**src/pkg/usbuc_pkg.sv**
```systemverilog
// Package: constants and types for the serial-side control block
package usbuc_pkg;
    localparam int          CLK_HZ            = 100_000_000;
    localparam int          REF_HZ            = 48_000_000;
    localparam int          OVERSAMPLE        = 16;
    // Prescaler limits
    localparam logic [13:0] DIV_MIN           = 14'h0002;
    localparam int          DIV_MAX           = 16384;
    localparam logic [13:0] DIV_3M            = 14'h0000;
    localparam logic [13:0] DIV_2M            = 14'h0001;
    // Fixed divisor (in 1/8 units of the 3 MHz base) for the two special values
    localparam logic [16:0] DIV8_3M           = 17'h00008;
    localparam logic [16:0] DIV8_2M           = 17'h0000C;
    // Flush timeout
    localparam int          MS_NS             = 1_000_000;
    localparam int          CLK_NS            = 10;
    localparam int          MS_CYCLES         = MS_NS / CLK_NS;
    localparam logic [7:0]  TMO_MIN           = 8'h01;
    localparam logic [7:0]  TMO_RESET         = 8'h10;
    // Register map
    localparam logic [3:0]  REG_DIVISOR       = 4'h0;
    localparam logic [3:0]  REG_CONFIG        = 4'h1;
    localparam logic [3:0]  REG_TIMEOUT       = 4'h2;
    localparam logic [3:0]  REG_BITBANG       = 4'h3;
    localparam logic [3:0]  REG_STATUS        = 4'h4;
    // Field positions
    localparam int          DIV_FRAC_LSB      = 14;
    localparam int          CFG_ISO_BIT       = 0;
    localparam int          CFG_PULLDN_BIT    = 1;
    localparam int          CFG_BITBANG_BIT   = 2;
    localparam int          CFG_BBDIR_LSB     = 8;
    // Reset values
    localparam logic [16:0] DIVISOR_RESET     = 17'h00138;
    localparam logic [15:0] CONFIG_RESET      = 16'h0000;
    localparam logic [7:0]  BBDIR_RESET       = 8'h00;

    typedef enum logic [1:0] {
        USBUC_BB_IDLE = 2'b00,
        USBUC_BB_WAIT = 2'b01
    } usbuc_bb_state_t;
endpackage

```
**src/pkg/usbuc_tick_if.sv**
```systemverilog
// Interface: baud tick between the main block and the prescaler
`timescale 1ns/1ns
interface usbuc_tick_if;
    logic [16:0] divisor;
    logic        tick16;
    logic        restart;
    modport gen  (input divisor, input restart, output tick16);
    modport user (output divisor, output restart, input tick16);
endinterface

```
**src/rtl/usbuc_baud_gen.sv**
```systemverilog
// Fractional baud prescaler producing a x16 tick
`timescale 1ns/1ns
module usbuc_baud_gen
    import usbuc_pkg::*;
(
    // Clock and reset
    input  wire logic clock,
    input  wire logic rst_b,
    // Tick link
    usbuc_tick_if.gen tk
);
    import usbuc_pkg::*;

    // Phase accumulator in units of the 48 MHz reference, scaled by 8 on the divisor
    // side; step per system clock is REF_HZ*8/CLK_HZ expressed as a ratio.
    logic [31:0] acc;
    logic [31:0] next_acc;
    logic        tick16;
    wire  [31:0] ref_step  = 32'(REF_HZ / 1000);
    // Scale folded into one factor so the largest divisor still fits 32 bits
    wire  [31:0] limit     = 32'(tk.divisor) * 32'(CLK_HZ / 8000);
    wire         wrap      = (acc + ref_step) >= limit;

    assign next_acc = tk.restart ? 32'h0 : (wrap ? acc + ref_step - limit : acc + ref_step);

    always_ff @(posedge clock or negedge rst_b)
    begin
        if (!rst_b)
        begin
            acc    <= 32'h0;
            tick16 <= 1'b0;
        end
        else
        begin
            acc    <= next_acc;
            tick16 <= wrap && !tk.restart;
        end
    end

    assign tk.tick16 = tick16;
endmodule // usbuc_baud_gen

```
**src/rtl/usbuc_ctrl.sv**
```systemverilog
// Serial-side control: prescaler, flush timer, bit-bang, power gating
`timescale 1ns/1ns
module usbuc_ctrl
    import usbuc_pkg::*;
(
    // Clock and reset
    input  wire logic        clock,
    input  wire logic        rst_b,
    // Register port
    input  wire logic [3:0]  reg_addr,
    input  wire logic [31:0] reg_wdata,
    input  wire logic        reg_write,
    input  wire logic        reg_read,
    output logic      [31:0] reg_rdata,
    // Transmit byte stream from the host side
    input  wire logic [7:0]  tx_byte,
    input  wire logic        tx_valid,
    output logic             tx_ready,
    // Serial-mode lines to and from the UART core
    input  wire logic [7:0]  uart_out,
    input  wire logic [7:0]  uart_oe,
    input  wire logic        uart_tx_busy,
    input  wire logic        uart_break,
    input  wire logic        rx_byte_stored,
    input  wire logic        rx_buffer_empty,
    output logic             rx_flush,
    output logic             baud_tick16,
    // Interface pins
    input  wire logic [7:0]  pin_in,
    output logic      [7:0]  pin_out,
    output logic      [7:0]  pin_oe,
    output logic      [7:0]  pin_pulldown,
    output logic             rs485_driver_enable,
    // Power and USB state
    input  wire logic        enumerated_flag,
    input  wire logic        suspend_n,
    input  wire logic        usb_reset_n,
    output logic             power_switch_enable_n,
    output logic             iso_mode
);
    import usbuc_pkg::*;

    usbuc_tick_if tk ();

    logic [16:0]     divisor;
    logic [15:0]     config_reg;
    logic [7:0]      timeout_ms;
    logic [7:0]      bb_dir;
    logic [7:0]      bb_latch;
    logic [7:0]      pin_s1;
    logic [7:0]      pin_s2;
    logic [2:0]      ctl_s1;
    logic [2:0]      ctl_s2;
    logic [3:0]      sub16;
    logic [23:0]     ms_cnt;
    logic [7:0]      ms_left;
    logic            flush_armed;
    usbuc_bb_state_t bb_state;
    usbuc_bb_state_t next_bb_state;

    // Decode
    wire        wr_div   = reg_write && reg_addr == REG_DIVISOR;
    wire        wr_cfg   = reg_write && reg_addr == REG_CONFIG;
    wire        wr_tmo   = reg_write && reg_addr == REG_TIMEOUT;
    wire        bb_on    = config_reg[CFG_BITBANG_BIT];
    wire [13:0] div_int  = divisor[13:0];
    wire [2:0]  div_frac = divisor[DIV_FRAC_LSB +: 3];

    // Effective divisor in eighths of the 3 MHz base period
    wire        div_special = div_int == DIV_3M || div_int == DIV_2M;
    wire [16:0] div8 = !div_special        ? {div_int, 3'b000} + {14'h0000, div_frac} :
                       (div_int == DIV_3M) ? DIV8_3M : DIV8_2M;

    // Prescaler sets x16 tick from the reference clock
    assign tk.divisor = div8;
    assign tk.restart = wr_div;

    usbuc_baud_gen u_baud (
        .clock (clock),
        .rst_b (rst_b),
        .tk    (tk)
    );

    // Bit-bang pacing: one byte per baud period (16 ticks)
    wire bit_period = tk.tick16 && sub16 == 4'hF;
    wire bb_take    = bb_on && tx_valid && bb_state == USBUC_BB_IDLE;

    always_comb
    begin
        next_bb_state = bb_state;
        case (bb_state)
            USBUC_BB_IDLE: if (bb_take) next_bb_state = USBUC_BB_WAIT;
            USBUC_BB_WAIT: if (bit_period || !bb_on) next_bb_state = USBUC_BB_IDLE;
            default:       next_bb_state = USBUC_BB_IDLE;
        endcase
    end

    // Power gating and pulldown
    wire power_on   = ctl_s2[0] && ctl_s2[1] && ctl_s2[2];
    wire pull_lines = config_reg[CFG_PULLDN_BIT] && !power_on;

    // Flush timer
    wire ms_tick    = ms_cnt == 24'(MS_CYCLES - 1);
    wire tmo_expire = flush_armed && ms_tick && ms_left == TMO_MIN;

    // Pin muxing
    wire [7:0] next_pin_out = bb_on ? bb_latch : uart_out;
    wire [7:0] next_pin_oe  = bb_on ? bb_dir   : uart_oe;
    // Break holds the line low, so the driver must stay on through it
    wire next_de = !bb_on && (uart_tx_busy || uart_break);

    wire [31:0] rd_mux =
        (reg_addr == REG_DIVISOR) ? {15'h0000, divisor} :
        (reg_addr == REG_CONFIG)  ? {16'h0000, config_reg} :
        (reg_addr == REG_TIMEOUT) ? {24'h000000, timeout_ms} :
        (reg_addr == REG_BITBANG) ? {24'h000000, pin_s2} :
        (reg_addr == REG_STATUS)  ? {29'h00000000, flush_armed, bb_on, power_on} :
        32'h00000000;

    always_ff @(posedge clock or negedge rst_b)
    begin
        if (!rst_b)
        begin
            divisor    <= DIVISOR_RESET;
            config_reg <= CONFIG_RESET;
            timeout_ms <= TMO_RESET;
        end
        else
        begin
            // Divisor writes above the max are clipped by width: 17 bits
            if (wr_div) divisor <= reg_wdata[16:0];
            if (wr_cfg) config_reg <= reg_wdata[15:0];
            // Zero is held off: the timer needs at least one millisecond
            if (wr_tmo) timeout_ms <= (reg_wdata[7:0] == 8'h00) ? TMO_MIN : reg_wdata[7:0];
        end
    end

    always_ff @(posedge clock or negedge rst_b)
    begin
        if (!rst_b)
        begin
            pin_s1 <= 8'h00;
            pin_s2 <= 8'h00;
            ctl_s1 <= 3'b000;
            ctl_s2 <= 3'b000;
        end
        else
        begin
            pin_s1 <= pin_in;
            pin_s2 <= pin_s1;
            ctl_s1 <= {usb_reset_n, suspend_n, enumerated_flag};
            ctl_s2 <= ctl_s1;
        end
    end

    always_ff @(posedge clock or negedge rst_b)
    begin
        if (!rst_b)
        begin
            bb_state <= USBUC_BB_IDLE;
            bb_latch <= 8'h00;
            bb_dir   <= BBDIR_RESET;
            sub16    <= 4'h0;
        end
        else
        begin
            bb_state <= next_bb_state;
            bb_dir   <= config_reg[CFG_BBDIR_LSB +: 8];
            if (bb_take) bb_latch <= tx_byte;
            if (bb_take) sub16 <= 4'h0;
            else if (tk.tick16) sub16 <= sub16 + 4'h1;
        end
    end

    always_ff @(posedge clock or negedge rst_b)
    begin
        if (!rst_b)
        begin
            ms_cnt      <= 24'h000000;
            ms_left     <= TMO_RESET;
            flush_armed <= 1'b0;
            rx_flush    <= 1'b0;
        end
        else
        begin
            rx_flush <= tmo_expire;
            if (rx_byte_stored)
            begin
                // New byte restarts the whole wait
                ms_cnt      <= 24'h000000;
                ms_left     <= timeout_ms;
                flush_armed <= 1'b1;
            end
            else if (flush_armed)
            begin
                ms_cnt <= ms_tick ? 24'h000000 : ms_cnt + 24'h000001;
                if (ms_tick) ms_left <= ms_left - 8'h01;
                if (tmo_expire || rx_buffer_empty) flush_armed <= 1'b0;
            end
        end
    end

    always_ff @(posedge clock or negedge rst_b)
    begin
        if (!rst_b)
        begin
            reg_rdata             <= 32'h00000000;
            pin_out               <= 8'h00;
            pin_oe                <= 8'h00;
            pin_pulldown          <= 8'h00;
            rs485_driver_enable   <= 1'b0;
            power_switch_enable_n <= 1'b1;
            iso_mode              <= 1'b0;
            tx_ready              <= 1'b0;
            baud_tick16           <= 1'b0;
        end
        else
        begin
            reg_rdata             <= reg_read ? rd_mux : 32'h00000000;
            pin_out               <= next_pin_out;
            pin_oe                <= pull_lines ? 8'h00 : next_pin_oe;
            pin_pulldown          <= {8{pull_lines}};
            rs485_driver_enable   <= next_de;
            power_switch_enable_n <= !power_on;
            iso_mode              <= config_reg[CFG_ISO_BIT];
            tx_ready              <= next_bb_state == USBUC_BB_IDLE && bb_on && !bb_take;
            baud_tick16           <= tk.tick16;
        end
    end
endmodule // usbuc_ctrl

```
**config.mk**
```make
export PLATFORM = sky130hd
export DESIGN_NAME = usbuc_ctrl
export DESIGN_NICKNAME = d
export VERILOG_FILES = /design/src/pkg/usbuc_pkg.sv /design/src/pkg/usbuc_tick_if.sv /design/src/rtl/usbuc_baud_gen.sv /design/src/rtl/usbuc_ctrl.sv
export SDC_FILE = /design/constraint.sdc
export NUM_CORES = 1
export LEC_CHECK = 0
export BUFFER_PORTS_ARGS = -buffer_cell sky130_fd_sc_hd__clkbuf_2
export CORE_UTILIZATION = 57
export CTS_CLUSTER_DIAMETER = 200
export DETAILED_ROUTE_END_ITERATION = 8
export PLACE_DENSITY = 0.78
export SKIP_CTS_REPAIR_TIMING = 1
export SLEW_MARGIN = 0
export SYNTH_ARGS = -nofsm -noshare
export SYNTH_HDL_FRONTEND = slang
export SYNTH_SLANG_ARGS = --single-unit
```
**constraint.sdc**
```tcl
create_clock -name clock -period 9.1 [get_ports clock]
set_input_delay 1.82 -clock clock [delete_from_list [all_inputs] [get_ports clock]]
set_output_delay 1.82 -clock clock [all_outputs]
set_load 0.01 [all_outputs]
```
**Word level (Yosys, flattened, before mapping)**

Cells that the tools add are included.
Widths: inputs -> output; s select.

- Register bits: 191
- Input bits: 80
- Output and inout port bits: 62
- Word-level logic and storage cells: 103

- Add/subtract/negate cells: 6
- Multipliers: 1
- Order comparisons: 1
- Equal/unequal tests: 9
- Muxes and demuxes: 28
- Reductions and logical operators: 32

Operators with widths:

| operator | number |
|---|---|
| $mux 24 | 3 |
| $mux 8 | 9 |
| $mux 32 | 2 |
| $mux 17 | 3 |
| $add 32x16->32 const B | 1 |
| $ge 32x31->1 | 1 |
| $sub 32x31->32 | 1 |
| $mul 17x12->29 const B | 1 |
| $add 24x1->24 const B | 1 |
| $eq 24x17->1 const B | 1 |
| $add 17x3->17 | 1 |
| $mux 16 | 1 |
| $logic_and 1x1->1 | 15 |
| $eq 14x1->1 const B | 1 |
| $logic_not 14->1 | 1 |
| $eq 4x2->1 const B | 2 |
| $eq 8x1->1 const B | 1 |
| $logic_not 8->1 | 1 |
| $mux 4 | 2 |
| $sub 8x1->8 const B | 1 |
| $mux 3 | 2 |
| $reduce_bool 2->1 | 3 |
| $add 4x1->4 const B | 1 |
| $eq 4x1->1 const B | 1 |
| other kinds (11) | 21 |

**Logic depth before layout (Yosys ltp)**

- Word-level depth: 8
- Depth in mapped cells: 35
- Mapped depth without buffers: 33

**Cells and area by module**

A second synthesis with hierarchy kept.

- Cells, all modules: 1339
- Area total of the unflattened synthesis: 13523.0 um^2

Modules (own cells, without submodules):

| module | instances | cells each | area each (um^2) |
|---|---|---|---|
| usbuc_baud_gen | 1 | 790 | 6794.0 |
| usbuc_ctrl | 1 | 549 | 6729.0 |

**Worst setup path after synthesis**

Ideal clock, no wire load.

- Path kind: register to register
- Start: register divisor[13]
- End: register u_baud.acc[30]
- Setup time: 0.087 ns
- Data arrival time: 7.084 ns
- Required time: 9.013 ns
- Path slack: 1.929 ns
- Cell stages (with the launch flop): 33
- Path through: dfrtp_1 -> inv_1 -> ha_1 -> nor4b_1 -> nand3_1 -> mux2_2 -> ha_1 -> ha_1 -> xor2_1 -> ha_1 -> a31o_2 -> fa_1 -> inv_1 -> fa_1 -> inv_1 -> ha_1 -> a211o_1 -> a211oi_1 -> o21ai_0 -> and3_1 -> a221o_1 -> a21o_1 -> a21oi_1 -> xor2_1 -> ha_1 -> a21o_1 -> a211oi_1 -> o21ai_0 -> a21oi_1 -> nand3_2 -> buf_6 -> and4b_1 -> a211oi_2

- Cells in the longest elaborated chain, start to end: 7
- Elaborated cells between the ends (all ways): 11
- Those cells by class: 2 x add/sub; 1 x mul; 1 x order compare; 1 x eq/ne; 4 x mux; 2 x reduce/logical

Ends and longest elaborated chain:

| element | RTL line | text |
|---|---|---|
| start, declared | usbuc_ctrl.sv:45 | `logic [16:0] divisor;` |
| start signal, assigned | usbuc_ctrl.sv:131 | `if (wr_div) divisor <= reg_wdata[16:0];` |
| branches (longest 2 deep; another with $add 17x3->17) | n/a |  |
| $mux 17 * | usbuc_ctrl.sv:71 | `wire [16:0] div8 = !div_special ? {div_int, 3'b000} + {14'h0000, div_frac} :` |
| $mul 17x12->29 * | usbuc_baud_gen.sv:21 | `wire [31:0] limit = 32'(tk.divisor) * 32'(CLK_HZ / 8000);` |
| $sub 32x31->32 or $ge 32x31->1 (tied branches) | usbuc_baud_gen.sv:24, usbuc_baud_gen.sv:22 |  |
| $mux 32 * (2 in a row) | usbuc_baud_gen.sv:24 | `assign next_acc = tk.restart ? 32'h0 : (wrap ? acc + ref_step - limit : acc + ref_step);` |
| named net u_baud.next_acc[30] | usbuc_baud_gen.sv:17 | `logic [31:0] next_acc;` |
| end signal, assigned | usbuc_baud_gen.sv:35 | `acc <= next_acc;` |
| end, declared | usbuc_baud_gen.sv:16 | `logic [31:0] acc;` |

Mark *: on every way through the listed nets, which the timed path passes.
A chain may end at the register's enable or synchronous reset.

**Final worst setup path**

- Start: register divisor[13]
- End: register u_baud.acc[20]

The elaborated chain is that of the path after synthesis.

==> impl_metrics.toml <==
[setup_path]
arrival_ns = 8.79
cp.required_ns = 9.41
rr_startpoint = "divisor[13]"
startpoint_type = "flip-flop"
end_kind = "flip-flop"
cp-startpoint = "divisor[13]"
critPathSlowestCell = "fa_1"
crit_path_max_fanout = 28
cpPeakStageDelay_ns = 0.53
setup.worst_path.class = "flip-flop to flip-flop"

[timing]
min_period_ns = 8.48
setup_viol = 0
rsz0062_at_grt = "false"
skew_ns = 0.0140
worstMarginPinSlew_ns = 1.08
maxSlewViolCount = 0
period_share_pct = 93.2
hold_viol_final = 0
holdWs_ns = 0.343
slew_headroom_pct = 27.7
tns_ns = 0
fmax_ghz = 0.118

[route]
drt-initial-drc-count = 450
dr.pass1.iters = 5
drc_errors = 0
via_per_inst = 5.57
wl_um = 29800
wl_per_cell_um = 16.5
vias = 10000
antenna_left = 0

[grt]
antenna_found_initial = 0
first_global_vias = 10400
grt_pass1_wl_um = 50100
grt_max_degree = 93
grt_overflow = 0
track_usage_pct = 26.2

[die]
io_pins = 142
die_area_um2 = 24200
die_y_um = 155
row_count = 55
core_area_um2 = 22800
die_x_um = 155
start_util_pct = 58.7

[job]
max-cap-violations = 0

[cts]
clock_latency_ns = 0.45
cts.htree.levels = 4
tritoncts = "yes"
cts_buffers = 17
path_clk_slew_ns = 0.08
cts_buffer_depth = 2
cts_sinks = 189
root_buffer = "clkbuf_16"

[cells_and_area]
final_area_um2 = 14700
largest_register_ffs = 30
drive_above_1_share_pct = 15.4
diodes = 0
reg_top3 = "u_baud.acc x30, ms_cnt x24"
area_growth_pct = 9.89
largest_register = "u_baud.acc"
finalNetCount = 1744

[placement]
placed_cell_area_um2 = 14100
gp_congestion = 0.910
dp_hpwl_um = 22100
io_buffer_count = 111

[synth]
avgSynthCellArea_um2 = 9.68
synth_edf_count = 0
synthFlopType = "dfrtp_1"
ys.warnings.count = 0
seq_area_frac_synth_pct = 35.3
synth-async-reset-ratio_pct = 100
synth_seq_cells = 189
synth_cell_types = 70
syn_area_um2 = 13400
syn_inst = 1386

[status]
status = "complete, no violations"

[hold_path]
min_from = "pin_s1[5]"
min_path_type = "flip-flop to flip-flop"
## layer usage
layer | GRT usage [%] | part of all wire, %
met3 | 4.65 | 4.6
met5 | 0 | 0
met4 | 9.80 | 2.6
met2 | 44.8 | 49
met1 | 33.0 | 43
## cell families (layout without fill, tap and decap cells)
logic type / count (synthesis) / after routing / synth area share [%]
other: 1 / 16 / 0.0279
muxes: 77 / 77 / 6.12
and+or+nand+nor: 393 / 393 / 14.0
buffers and inverters: 215 / 303 / 6.87
adders and majority gates: 188 / 188 / 20.2
DFF: 189 / 189 / 35.3
AOI/OAI and AO/OA: 233 / 233 / 11.5
xor gates and xnor gates: 90 / 90 / 6.01
## cell type report
type | instances | area, µm²
timing repair buffer | 119 | 624
fill | 1776 | 8100
clock buffer | 18 | 439
tap | 313 | 392
multi-input combinational | 997 | 7820
inverter | 152 | 571
sequential | 189 | 4740
clock inverter | 14 | 160
## Yosys cell counts, types with 4 or more instances
cell      instances  area (µm²)
a211oi_1         14         105
a211oi_2          4        50.1
a21boi_0          5        37.5
a21o_1           18         135
a21oi_1          59         295
a221oi_1          8        70.1
a31o_2            7        61.3
a31oi_1           7        43.8
and2_1            8        50.1
and3_1           14        87.6
and4_1            4        35.0
buf_1             4        15.0
buf_4            23         173
clkbuf_1         31         116
dfrtp_1         182        4550
dfstp_2           7         184
fa_1             47         941
ha_1            141        1760
inv_1           152         571
mux2_2           40         450
mux2i_1          37         370
nand2_1         112         420
nand2b_1         15        93.8
nand3_1          32         160
nand4_1          19         119
nor2_1          118         443
nor2b_1           9        56.3
nor3_1           19        95.1
nor4_1            9        56.3
o211ai_1          6        45.0
o21a_1            8        60.1
o21ai_0          54         270
o21bai_1         11        82.6
or2_2             8        50.1
or3_1             9        56.3
xnor2_1          46         403
xor2_1           43         377
## final timing paths
kind	endpoint	slack, ns	depth (start not counted)
worst min-delay path	pin_s2[5]	0.34	0
min in group asynchronous	ms_cnt[18]	1.43	1
worst min register to register	pin_s2[5]	0.34	0
worst max register to register	u_baud.acc[20]	0.62	32
worst max-delay path	u_baud.acc[20]	0.62	32
max in group asynchronous	bb_dir[1]	5.92	3
## through the flow
stage	util, %	cells	setup slack (ns)
2_1_floorplan	-	1401	1.93
3_3_place_gp	61.9	1770	0.995
3_5_place_dp	61.9	1770	0.789
4_1_cts	64.6	1802	0.699
5_1_grt	64.6	1802	0.0175
6_report	64.6	1802	0.623
## cells in the final DEF (no fill, tap or decap), drive strengths merged, types with 40 or more instances in the layout
cell type,instances
nor2,119
ha,141
a21oi,60
inv,160
o21ai,57
dfrtp,182
xnor2,47
xor2,43
fa,47
mux2,40
nand2,112
clkbuf,129
## worst max-delay path: cells and delay by family, from the launching register on
kind            cells  cell delay, ns
flops               1            0.46
fa+ha+maj           8            2.78
buf+inv             6            0.76
compound gates      9            2.06
mux                 2            0.61
simple gates        6            1.46
xor+xnor            1            0.21
Power is not shown: default switching activity piles up to over one toggle a cycle in this logic, so the estimate is an artifact.
